`src/hw/dllr_pkg.sv`:
```
package dllr_pkg;
  // ==========================================================
  // Register offsets
  localparam logic [7:0] ADDR_COARSE_CFG  = 8'h5a;
  localparam logic [7:0] ADDR_FINE_CFG    = 8'h5b;
  localparam logic [7:0] ADDR_HOLD_CFG    = 8'h5c;
  localparam logic [7:0] ADDR_HOLD_B0     = 8'h5d;
  localparam logic [7:0] ADDR_HOLD_B1     = 8'h5e;
  localparam logic [7:0] ADDR_HOLD_B2     = 8'h5f;
  localparam logic [7:0] ADDR_AUX_SRC     = 8'h60;
  localparam logic [7:0] ADDR_FREQ_B0     = 8'h62;
  localparam logic [7:0] ADDR_FREQ_B1     = 8'h63;
  localparam logic [7:0] ADDR_FREQ_B2     = 8'h64;
  localparam logic [7:0] ADDR_SOFT_LIM    = 8'h65;
  localparam logic [7:0] ADDR_HARD_LO     = 8'h66;
  localparam logic [7:0] ADDR_HARD_HI     = 8'h67;
  localparam logic [7:0] ADDR_PHASE_LO    = 8'h68;
  localparam logic [7:0] ADDR_PHASE_HI    = 8'h69;
  localparam logic [7:0] ADDR_BW_CFG      = 8'h6a;
  // ==========================================================
  // Field positions
  localparam int BIT_COARSE_EN    = 7;
  localparam int BIT_WIDE_EN      = 6;
  localparam int BIT_PFD_RANGE    = 5;
  localparam int BIT_LOW_RATE_EN  = 4;
  localparam int BIT_FINE_EN      = 7;
  localparam int BIT_MANUAL       = 7;
  localparam int BIT_AVERAGING    = 6;
  localparam int BIT_FAST_AVERAGING_SEL     = 5;
  localparam int BIT_READBACK     = 4;
  localparam int BIT_HARD_UNLOCK  = 7;
  // ==========================================================
  // Reset values
  localparam logic [7:0] RST_COARSE_CFG = 8'h80;
  localparam logic [7:0] RST_FINE_CFG   = 8'h82;
  localparam logic [7:0] RST_HOLD_CFG   = 8'h44;
  localparam logic [7:0] RST_AUX_SRC    = 8'h00;
  localparam logic [7:0] RST_SOFT_LIM   = 8'h8c;
  localparam logic [7:0] RST_HARD_LO    = 8'h00;
  localparam logic [7:0] RST_HARD_HI    = 8'h00;
  localparam logic [7:0] RST_BW_CFG     = 8'h11;
  // Writable bit masks
  localparam logic [7:0] MASK_FINE_CFG  = 8'hc7;
  localparam logic [7:0] MASK_HOLD_CFG  = 8'hfc;
  localparam logic [7:0] MASK_AUX_SRC   = 8'hf0;
  localparam logic [7:0] MASK_BW_CFG    = 8'h33;
  // ==========================================================
  // Enumerations
  typedef enum logic [1:0] {
    DLLR_HOLD_INSTANT = 2'b00,
    DLLR_HOLD_SLOW    = 2'b01,
    DLLR_HOLD_FAST    = 2'b11,
    DLLR_HOLD_MANUAL  = 2'b10
  } dllr_hold_method_t;
  typedef enum logic [1:0] {
    DLLR_SNAP_IDLE = 2'b00,
    DLLR_SNAP_HELD = 2'b01
  } dllr_snap_state_t;
  localparam logic [3:0] AUX_SRC_MAX    = 4'h3;
  localparam logic [3:0] PFD_UNIT_LIMIT = 4'h0;
endpackage

```
`src/hw/dllr_snap_if.sv`:
```
`timescale 1ns/1ps
interface dllr_snap_if;
  logic        capture;
  logic [23:0] freq;
  logic [15:0] phase;
  modport owner (output capture, input freq, input phase);
  modport store (input capture, output freq, output phase);
endinterface

```
`src/hw/dllr_snapshot.sv`:
```
`timescale 1ns/1ps
// ==========================================================
// Coherent capture of multi-byte status
module dllr_snapshot (
  input  wire logic        i_clk_sys,
  input  wire logic        i_reset,
  input  wire logic [23:0] i_freq,
  input  wire logic [15:0] i_phase,
  dllr_snap_if.store       snap
);
  logic [23:0] freq;
  logic [15:0] phase;
  logic [23:0] next_freq;
  logic [15:0] next_phase;

  always_comb begin
    next_freq  = freq;
    next_phase = phase;
    if (snap.capture) begin
      next_freq  = i_freq;
      next_phase = i_phase;
    end
  end

  always_ff @(posedge i_clk_sys) begin
    if (i_reset) begin
      freq  <= 24'h000000;
      phase <= 16'h0000;
    end else begin
      freq  <= next_freq;
      phase <= next_phase;
    end
  end

  assign snap.freq  = freq;
  assign snap.phase = phase;
endmodule // dllr_snapshot

```
`src/hw/dllr_regs.sv`:
```
`timescale 1ns/1ps
// What this block does
// - Coarse loss unlocks loop when enabled
// - Range select picks 1 UI or coarse limit
// - Low-rate inputs need both enables for threshold
// - Other inputs use wide enable only
// - Fine loss unlocks loop when enabled
// - 24-bit signed holdover offset, manual value
// - Aux loop source field; codes above 3 flag reserved
// - Hard alarm unlocks loop when enabled
// - Hard threshold 16-bit unsigned, symmetric
// - Averaged phase error 16-bit read-only
// - Two-bit bandwidth fields for both loops
module dllr_regs (
  input  wire logic        i_clk_sys,
  input  wire logic        i_reset,
  input  wire logic [7:0]  i_addr,
  input  wire logic        i_wr,
  input  wire logic [7:0]  i_wdata,
  input  wire logic        i_rd,
  output logic      [7:0]  o_rdata,
  input  wire logic        i_low_rate_input,
  input  wire logic        i_coarse_loss,
  input  wire logic        i_fine_loss,
  input  wire logic        i_hard_alarm,
  input  wire logic [23:0] i_avg_offset_slow,
  input  wire logic [23:0] i_avg_offset_fast,
  input  wire logic [23:0] i_current_freq,
  input  wire logic [15:0] i_avg_phase_error,
  output logic             o_unlock,
  output logic             o_pfd_wide_limit,
  output logic      [3:0]  o_pfd_limit_code,
  output logic      [2:0]  o_fine_loss_threshold,
  output logic             o_fast_loss_switch,
  output logic      [1:0]  o_holdover_method,
  output logic      [1:0]  o_temp_holdover_method,
  output logic      [23:0] o_holdover_offset_value,
  output logic      [3:0]  o_aux_loop_source,
  output logic             o_aux_source_reserved,
  output logic      [6:0]  o_soft_freq_threshold,
  output logic      [15:0] o_hard_freq_threshold,
  output logic      [1:0]  o_main_analog_loop_bw,
  output logic      [1:0]  o_aux_analog_loop_bw
);
  // ==========================================================
  // Configuration storage
  logic [7:0]  coarse_cfg;
  logic [7:0]  fine_cfg;
  logic [7:0]  hold_cfg;
  logic [23:0] holdover_offset_value;
  logic [7:0]  aux_src;
  logic [7:0]  soft_lim;
  logic [7:0]  hard_lo;
  logic [7:0]  hard_hi;
  logic [7:0]  bw_cfg;
  logic [7:0]  next_coarse_cfg;
  logic [7:0]  next_fine_cfg;
  logic [7:0]  next_hold_cfg;
  logic [23:0] next_holdover_offset_value;
  logic [7:0]  next_aux_src;
  logic [7:0]  next_soft_lim;
  logic [7:0]  next_hard_lo;
  logic [7:0]  next_hard_hi;
  logic [7:0]  next_bw_cfg;

  function automatic logic hit(input logic [7:0] a, input logic [7:0] target);
    hit = (a == target);
  endfunction

  always_comb begin
    next_coarse_cfg            = coarse_cfg;
    next_fine_cfg              = fine_cfg;
    next_hold_cfg              = hold_cfg;
    next_holdover_offset_value = holdover_offset_value;
    next_aux_src               = aux_src;
    next_soft_lim              = soft_lim;
    next_hard_lo               = hard_lo;
    next_hard_hi               = hard_hi;
    next_bw_cfg                = bw_cfg;
    if (i_wr) begin
      if (hit(i_addr, dllr_pkg::ADDR_COARSE_CFG)) next_coarse_cfg = i_wdata;
      if (hit(i_addr, dllr_pkg::ADDR_FINE_CFG))
        next_fine_cfg = i_wdata & dllr_pkg::MASK_FINE_CFG;
      if (hit(i_addr, dllr_pkg::ADDR_HOLD_CFG))
        next_hold_cfg = i_wdata & dllr_pkg::MASK_HOLD_CFG;
      if (hit(i_addr, dllr_pkg::ADDR_HOLD_B0))
        next_holdover_offset_value[7:0] = i_wdata;
      if (hit(i_addr, dllr_pkg::ADDR_HOLD_B1))
        next_holdover_offset_value[15:8] = i_wdata;
      if (hit(i_addr, dllr_pkg::ADDR_HOLD_B2))
        next_holdover_offset_value[23:16] = i_wdata;
      if (hit(i_addr, dllr_pkg::ADDR_AUX_SRC))
        next_aux_src = i_wdata & dllr_pkg::MASK_AUX_SRC;
      if (hit(i_addr, dllr_pkg::ADDR_SOFT_LIM)) next_soft_lim = i_wdata;
      if (hit(i_addr, dllr_pkg::ADDR_HARD_LO)) next_hard_lo = i_wdata;
      if (hit(i_addr, dllr_pkg::ADDR_HARD_HI)) next_hard_hi = i_wdata;
      if (hit(i_addr, dllr_pkg::ADDR_BW_CFG))
        next_bw_cfg = i_wdata & dllr_pkg::MASK_BW_CFG;
    end
  end

  always_ff @(posedge i_clk_sys) begin
    if (i_reset) begin
      coarse_cfg            <= dllr_pkg::RST_COARSE_CFG;
      fine_cfg              <= dllr_pkg::RST_FINE_CFG;
      hold_cfg              <= dllr_pkg::RST_HOLD_CFG;
      holdover_offset_value <= 24'h000000;
      aux_src               <= dllr_pkg::RST_AUX_SRC;
      soft_lim              <= dllr_pkg::RST_SOFT_LIM;
      hard_lo               <= dllr_pkg::RST_HARD_LO;
      hard_hi               <= dllr_pkg::RST_HARD_HI;
      bw_cfg                <= dllr_pkg::RST_BW_CFG;
    end else begin
      coarse_cfg            <= next_coarse_cfg;
      fine_cfg              <= next_fine_cfg;
      hold_cfg              <= next_hold_cfg;
      holdover_offset_value <= next_holdover_offset_value;
      aux_src               <= next_aux_src;
      soft_lim              <= next_soft_lim;
      hard_lo               <= next_hard_lo;
      hard_hi               <= next_hard_hi;
      bw_cfg                <= next_bw_cfg;
    end
  end

  // ==========================================================
  // Status snapshot control
  dllr_snap_if             snap_bus ();
  dllr_pkg::dllr_snap_state_t snap_state;
  dllr_pkg::dllr_snap_state_t next_snap_state;
  logic                    freq_low_read;
  logic                    phase_low_read;
  logic                    status_high_read;
  logic                    snap_held;

  assign freq_low_read    = i_rd && hit(i_addr, dllr_pkg::ADDR_FREQ_B0);
  assign phase_low_read   = i_rd && hit(i_addr, dllr_pkg::ADDR_PHASE_LO);
  assign status_high_read = i_rd && (hit(i_addr, dllr_pkg::ADDR_FREQ_B2)
                                  || hit(i_addr, dllr_pkg::ADDR_PHASE_HI));

  // Low byte read freezes a sample; upper bytes then come from it
  always_comb begin
    next_snap_state = snap_state;
    unique case (snap_state)
      dllr_pkg::DLLR_SNAP_IDLE: begin
        if (freq_low_read || phase_low_read) next_snap_state = dllr_pkg::DLLR_SNAP_HELD;
      end
      dllr_pkg::DLLR_SNAP_HELD: begin
        if (status_high_read) next_snap_state = dllr_pkg::DLLR_SNAP_IDLE;
      end
      default: next_snap_state = dllr_pkg::DLLR_SNAP_IDLE;
    endcase
  end

  always_ff @(posedge i_clk_sys) begin
    if (i_reset) begin
      snap_state <= dllr_pkg::DLLR_SNAP_IDLE;
    end else begin
      snap_state <= next_snap_state;
    end
  end

  // Re-capture on every low-byte read, never mid-sequence otherwise
  assign snap_bus.capture = freq_low_read || phase_low_read;
  assign snap_held        = (snap_state == dllr_pkg::DLLR_SNAP_HELD);

  dllr_snapshot u_snapshot (
    .i_clk_sys (i_clk_sys),
    .i_reset   (i_reset),
    .i_freq    (i_current_freq),
    .i_phase   (i_avg_phase_error),
    .snap      (snap_bus.store)
  );

  // ==========================================================
  // Read path
  logic [23:0] offset_readback;
  logic [7:0]  next_rdata;
  logic [23:0] freq_view;
  logic [15:0] phase_view;

  // Upper bytes come from the frozen sample only while a sequence is open
  assign freq_view  = (snap_held && !freq_low_read) ? snap_bus.freq
                                                    : i_current_freq;
  assign phase_view = (snap_held && !phase_low_read) ? snap_bus.phase
                                                     : i_avg_phase_error;

  always_comb begin
    if (!hold_cfg[dllr_pkg::BIT_READBACK])
      offset_readback = holdover_offset_value;
    else if (hold_cfg[dllr_pkg::BIT_FAST_AVERAGING_SEL])
      offset_readback = i_avg_offset_fast;
    else
      offset_readback = i_avg_offset_slow;
  end

  always_comb begin
    next_rdata = 8'h00;
    unique case (i_addr)
      dllr_pkg::ADDR_COARSE_CFG: next_rdata = coarse_cfg;
      dllr_pkg::ADDR_FINE_CFG:   next_rdata = fine_cfg;
      dllr_pkg::ADDR_HOLD_CFG:   next_rdata = hold_cfg;
      dllr_pkg::ADDR_HOLD_B0:    next_rdata = offset_readback[7:0];
      dllr_pkg::ADDR_HOLD_B1:    next_rdata = offset_readback[15:8];
      dllr_pkg::ADDR_HOLD_B2:    next_rdata = offset_readback[23:16];
      dllr_pkg::ADDR_AUX_SRC:    next_rdata = aux_src;
      dllr_pkg::ADDR_FREQ_B0:    next_rdata = freq_view[7:0];
      dllr_pkg::ADDR_FREQ_B1:    next_rdata = freq_view[15:8];
      dllr_pkg::ADDR_FREQ_B2:    next_rdata = freq_view[23:16];
      dllr_pkg::ADDR_SOFT_LIM:   next_rdata = soft_lim;
      dllr_pkg::ADDR_HARD_LO:    next_rdata = hard_lo;
      dllr_pkg::ADDR_HARD_HI:    next_rdata = hard_hi;
      dllr_pkg::ADDR_PHASE_LO:   next_rdata = phase_view[7:0];
      dllr_pkg::ADDR_PHASE_HI:   next_rdata = phase_view[15:8];
      dllr_pkg::ADDR_BW_CFG:     next_rdata = bw_cfg;
      default:                   next_rdata = 8'h00;
    endcase
  end

  always_ff @(posedge i_clk_sys) begin
    if (i_reset) begin
      o_rdata <= 8'h00;
    end else if (i_rd) begin
      o_rdata <= next_rdata;
    end else begin
      o_rdata <= o_rdata;
    end
  end

  // ==========================================================
  // Loop control decode
  logic       coarse_threshold_active;
  logic       next_unlock;
  logic       next_pfd_wide_limit;
  logic [3:0] next_pfd_limit_code;
  logic [1:0] next_holdover_method;
  logic       next_aux_source_reserved;

  always_comb begin
    if (i_low_rate_input)
      coarse_threshold_active = coarse_cfg[dllr_pkg::BIT_LOW_RATE_EN]
                             && coarse_cfg[dllr_pkg::BIT_WIDE_EN];
    else
      coarse_threshold_active = coarse_cfg[dllr_pkg::BIT_WIDE_EN];
  end

  always_comb begin
    next_unlock = 1'b0;
    if (i_coarse_loss && coarse_cfg[dllr_pkg::BIT_COARSE_EN]) next_unlock = 1'b1;
    if (i_fine_loss && fine_cfg[dllr_pkg::BIT_FINE_EN]) next_unlock = 1'b1;
    if (i_hard_alarm && soft_lim[dllr_pkg::BIT_HARD_UNLOCK]) next_unlock = 1'b1;
  end

  always_ff @(posedge i_clk_sys) begin
    if (i_reset) begin
      o_unlock <= 1'b0;
    end else begin
      o_unlock <= next_unlock;
    end
  end

  assign next_pfd_wide_limit = coarse_cfg[dllr_pkg::BIT_PFD_RANGE]
                            && coarse_threshold_active;
  assign next_pfd_limit_code = next_pfd_wide_limit ? coarse_cfg[3:0]
                                                   : dllr_pkg::PFD_UNIT_LIMIT;
  assign o_fine_loss_threshold  = fine_cfg[2:0];
  assign o_fast_loss_switch     = fine_cfg[6];
  assign o_temp_holdover_method = hold_cfg[3:2];

  always_comb begin
    if (hold_cfg[dllr_pkg::BIT_MANUAL])
      next_holdover_method = dllr_pkg::DLLR_HOLD_MANUAL;
    else if (!hold_cfg[dllr_pkg::BIT_AVERAGING])
      next_holdover_method = dllr_pkg::DLLR_HOLD_INSTANT;
    else if (hold_cfg[dllr_pkg::BIT_FAST_AVERAGING_SEL])
      next_holdover_method = dllr_pkg::DLLR_HOLD_FAST;
    else
      next_holdover_method = dllr_pkg::DLLR_HOLD_SLOW;
  end

  assign o_holdover_offset_value = holdover_offset_value;
  assign o_aux_loop_source       = aux_src[7:4];
  assign next_aux_source_reserved = aux_src[7:4] > dllr_pkg::AUX_SRC_MAX;
  assign o_soft_freq_threshold   = soft_lim[6:0];
  assign o_hard_freq_threshold   = {hard_hi, hard_lo};
  assign o_main_analog_loop_bw   = bw_cfg[5:4];
  assign o_aux_analog_loop_bw    = bw_cfg[1:0];

  // Decoded controls leave through flip-flops like the raw fields
  always_ff @(posedge i_clk_sys) begin
    if (i_reset) begin
      o_pfd_wide_limit      <= 1'b0;
      o_pfd_limit_code      <= dllr_pkg::PFD_UNIT_LIMIT;
      o_holdover_method     <= dllr_pkg::DLLR_HOLD_SLOW;
      o_aux_source_reserved <= 1'b0;
    end else begin
      o_pfd_wide_limit      <= next_pfd_wide_limit;
      o_pfd_limit_code      <= next_pfd_limit_code;
      o_holdover_method     <= next_holdover_method;
      o_aux_source_reserved <= next_aux_source_reserved;
    end
  end
endmodule // dllr_regs

```
`config.mk`:
```
export PLATFORM = sky130hd
export DESIGN_NAME = dllr_regs
export DESIGN_NICKNAME = d
export VERILOG_FILES = /design/src/hw/dllr_pkg.sv /design/src/hw/dllr_snap_if.sv /design/src/hw/dllr_snapshot.sv /design/src/hw/dllr_regs.sv
export SDC_FILE = /design/constraint.sdc
export NUM_CORES = 1
export LEC_CHECK = 0
export ABC_AREA = 1
export BUFFER_PORTS_ARGS = -buffer_cell sky130_fd_sc_hd__buf_2
export CORE_MARGIN = 1.5
export CORE_UTILIZATION = 45
export CTS_BUF_LIST = sky130_fd_sc_hd__clkbuf_4
export CTS_CLUSTER_DIAMETER = 100
export CTS_CLUSTER_SIZE = 24
export DETAILED_ROUTE_END_ITERATION = 10
export PLACE_DENSITY = 0.77
export SLEW_MARGIN = 15
export SYNTH_ARGS = -nofsm -noshare
export SYNTH_HDL_FRONTEND = slang
export SYNTH_SLANG_ARGS = --single-unit
```
`constraint.sdc`:
```
create_clock -name i_clk_sys -period 3.15 [get_ports i_clk_sys]
set_input_delay 0.945 -clock i_clk_sys [delete_from_list [all_inputs] [get_ports i_clk_sys]]
set_output_delay 0.945 -clock i_clk_sys [all_outputs]
set_load 0.01 [all_outputs]
```
==> metrics.md <==
| Metric | Value |
|---|---|
| Total GRT Usage | `29.1%` |
| Post-Synth Adder-Cell Area | `0%` |
| RePlAce Congestion | `0.948` |
| Post-route cell area | `8400 um^2` |
| Crit-path most repeated cell | `nand2_1` |
| Num rows | `45` |
| Die width | `129 um` |
| Initial Util | `46.5%` |
| CP required | `3.64 ns` |
| DP Worst Slack | `0.359 ns` |
| Worst hold path type | `flip-flop to flip-flop` |
| Share of cells above drive strength 1 | `19.8%` |
| Slew Limit Fails | `0` |
| Crit path DAT | `2.86 ns` |
| CTS Root Buffer Type | `clkbuf_4` |
| Initial antenna violation count | `2` |
| Overall power | `3.21 mW` |
| CP max stage delay | `0.70 ns` |
| Max_slew headroom | `34.6%` |
| Worst-Margin Slew | `0.981 ns` |
| Register area | `2660 um^2` |
| Chip Height | `129 um` |
| Average vias per placed instance | `5.21` |
| DRT Wirelength | `23.8 mm` |
| Layout fillers | `1596` |
| TritonCTS clock tree | `yes` |
| Drt first-iter violations | `796` |
| Yosys warns | `0` |
| Area added between synthesis and finish | `17.9%` |
| RSZ-0062 raised after global routing | `no` |
| Number of hold violations in the final report | `0` |
| Routed len/inst | `15.8 um` |
| Xor and xnor area share after synthesis | `0%` |
| DR vias | `7839` |
| Core area | `15300 um^2` |
| Hold depth | `2` |
| Syn Inst Count | `1127` |
| Synth Area in Simple Gates | `30.0%` |
| Distinct cell type count after synthesis | `30` |
| DP HPWL | `17.7 mm` |
| Main area contributors after synthesis | `dfxtp_1, nand2_1, nand3_1` |
| Syn avg cell area | `6.32 um^2` |
| Clock Sinks | `133` |
| Max_cap viols | `0` |
| Clock slew at reported path FFs | `0.10 ns` |
| Mux contribution to synthesized area | `0.140%` |
| Vias in the first global route | `7110` |
| Max FO, Critical Path | `70` |
| H-tree depth | `4` |
| Critical path capture point type | `flip-flop` |
| CP max stage cell | `inv_2` |
| P_leak | `4.01 nW` |
| PostCTS Resize Cnt | `0` |
| First-pass GRT wire length | `37.1 mm` |
| GRT Residual Overflow | `0` |
| Die Area | `16600 um^2` |
| Worst-Skew Late Latency | `0.57 ns` |
| ANT nets after route | `0` |
| Seq/Total Area, Yosys | `37.4%` |
| Leading area contributor after synthesis | `dfxtp_1` |
| # hold bufs at CTS | `0` |
| Commonest non-fill, non-tap cells in the layout | `nand2_1, buf_2, inv_1, dfxtp_1, nand3_1` |
| Ports | `190` |
| DRC Markers | `0` |
| Worst-path cell chain | `buf_2 > inv_1 > nand2_1 > nor2_1 > nand3_2 > nand2_1 > inv_2 > o21ai_0 > a21oi_1` |
| Synth Area in Compound Gates | `18.6%` |
| Setup TNS | `0 ns` |
| Cts bufs inserted | `17` |
| Worst vdd ir | `0.229 mV` |
| WS Path Type | `primary input to flip-flop` |
| Status | `finished, final reports clean` |
| Syn Nets | `1239` |
| PwrDens | `383 nW/um^2` |
| Syn Std Cell Area | `7120 um^2` |
| Largest family of logic cells by synthesized area | `simple AND/OR/NAND/NOR gates` |
| R2R cell count | `12` |
| Final worst path period need | `2.37 ns` |
| Dpl cell area | `8090 um^2` |
| Largest net degree at the start of global routing | `71` |
| Port Buffers | `189` |
| Post-Route Skew | `0.0221 ns` |
| Multi-input logic area | `3470 um^2` |
| Clk buf depth | `2` |
| WHS | `0.462 ns` |
| Fin nets | `1392` |
| Setup slack after layout | `0.777 ns` |
| Tcrit/Tclk final | `75.3%` |
| Fmax | `421 MHz` |
| Most common cell after layout, fill and taps aside | `nand2_1` |
| Number of synthesized register bits | `133` |
| Final count of negative-setup-slack endpoints | `0` |
| Setup crit start kind | `primary input` |
| Post-CTS Setup Bufs | `0` |
| DRT Pass-1 Iters | `5` |
| Top-area cell type share of the netlist area | `37.4%` |
[logic make-up after synthesis]
kind of cell	after synthesis
and+or+nand+nor	502
AOI/OAI and AO/OA	254
buffers and inverters	237
DFF	133
muxes	1
[cell type report]
cell class	count	share of cell area (%)
Multi-Input combinational cell	757	41.3
Sequential cell	133	31.7
Antenna cell	1	0.0298
Inverter	165	7.37
Timing Repair Buffer	206	12.8
Tap cell	211	3.14
Clock buffer	19	1.70
Clock inverter	13	1.94
[sequential cells by signal, indices dropped and copies added, names as in the netlist, 5 cells and up]
| register | cells |
|---|---|
| coarse_cfg | 8 |
| fine_cfg | 5 |
| hard_hi | 8 |
| hard_lo | 8 |
| hold_cfg | 6 |
| o_holdover_offset_value | 24 |
| o_rdata | 8 |
| soft_lim | 8 |
| u_snapshot.snap.freq | 24 |
| u_snapshot.snap.phase | 16 |
[power by group]
part	internal, mW	total [mW]	leakage, nW	switching [mW]
Clock	0.631	1.27	0.166	0.636
Sequential	1.69	1.69	1.07	0.00337
Combinational	0.0914	0.257	2.77	0.165
Total	2.41	3.21	4.01	0.805
[worst max-delay path: cells and delay by family]
family,cells,cell delay [ns]
compound gates,2,0.43
simple gates,4,0.50
buf+inv,3,0.94
[synth_stat cells]
cell / instances
nand2_1: 242
nor3_2: 3
inv_1: 158
nor2_4: 2
a21boi_1: 1
o31ai_1: 5
o21ai_0: 113
buf_6: 2
o21a_1: 1
nor3_1: 2
nand4_1: 4
mux2i_1: 1
a211oi_1: 10
inv_2: 4
nor2_2: 6
buf_2: 19
clkbuf_1: 32
nand3_1: 130
o22ai_1: 3
buf_4: 16
o211ai_1: 4
clkinv_1: 3
o21ai_1: 2
dfxtp_1: 133
nand3_2: 2
nand2_2: 3
buf_1: 3
nor2_1: 107
a21oi_1: 115
nand2_4: 1
[through the flow]
stage | cells | utilization (%)
global route | 1505 | 54.9
floorplan | 1127 | -
global placement | 1472 | 52.8
detailed placement | 1472 | 52.8
finish | 1505 | 54.9
CTS | 1504 | 54.8
[layer usage]
layer	GRT usage (%)	share of wire [%]	vias to the layer above
met5	0	0.050	-
met1	38.0	44	3457
met3	6.74	8.2	62
li1	-	-	3916
met2	46.6	45	402
met4	11.8	3.4	2
[final timing paths]
kind | from | end | slack, ns
max | i_addr[1] | u_snapshot.snap.phase[2] | 0.78
min | u_snapshot.snap.phase[10] | u_snapshot.snap.phase[10] | 0.46
max reg2reg | hold_cfg[5] | o_rdata[2] | 0.95
min reg2reg | u_snapshot.snap.phase[10] | u_snapshot.snap.phase[10] | 0.46
(Power assumes the default switching activity.)
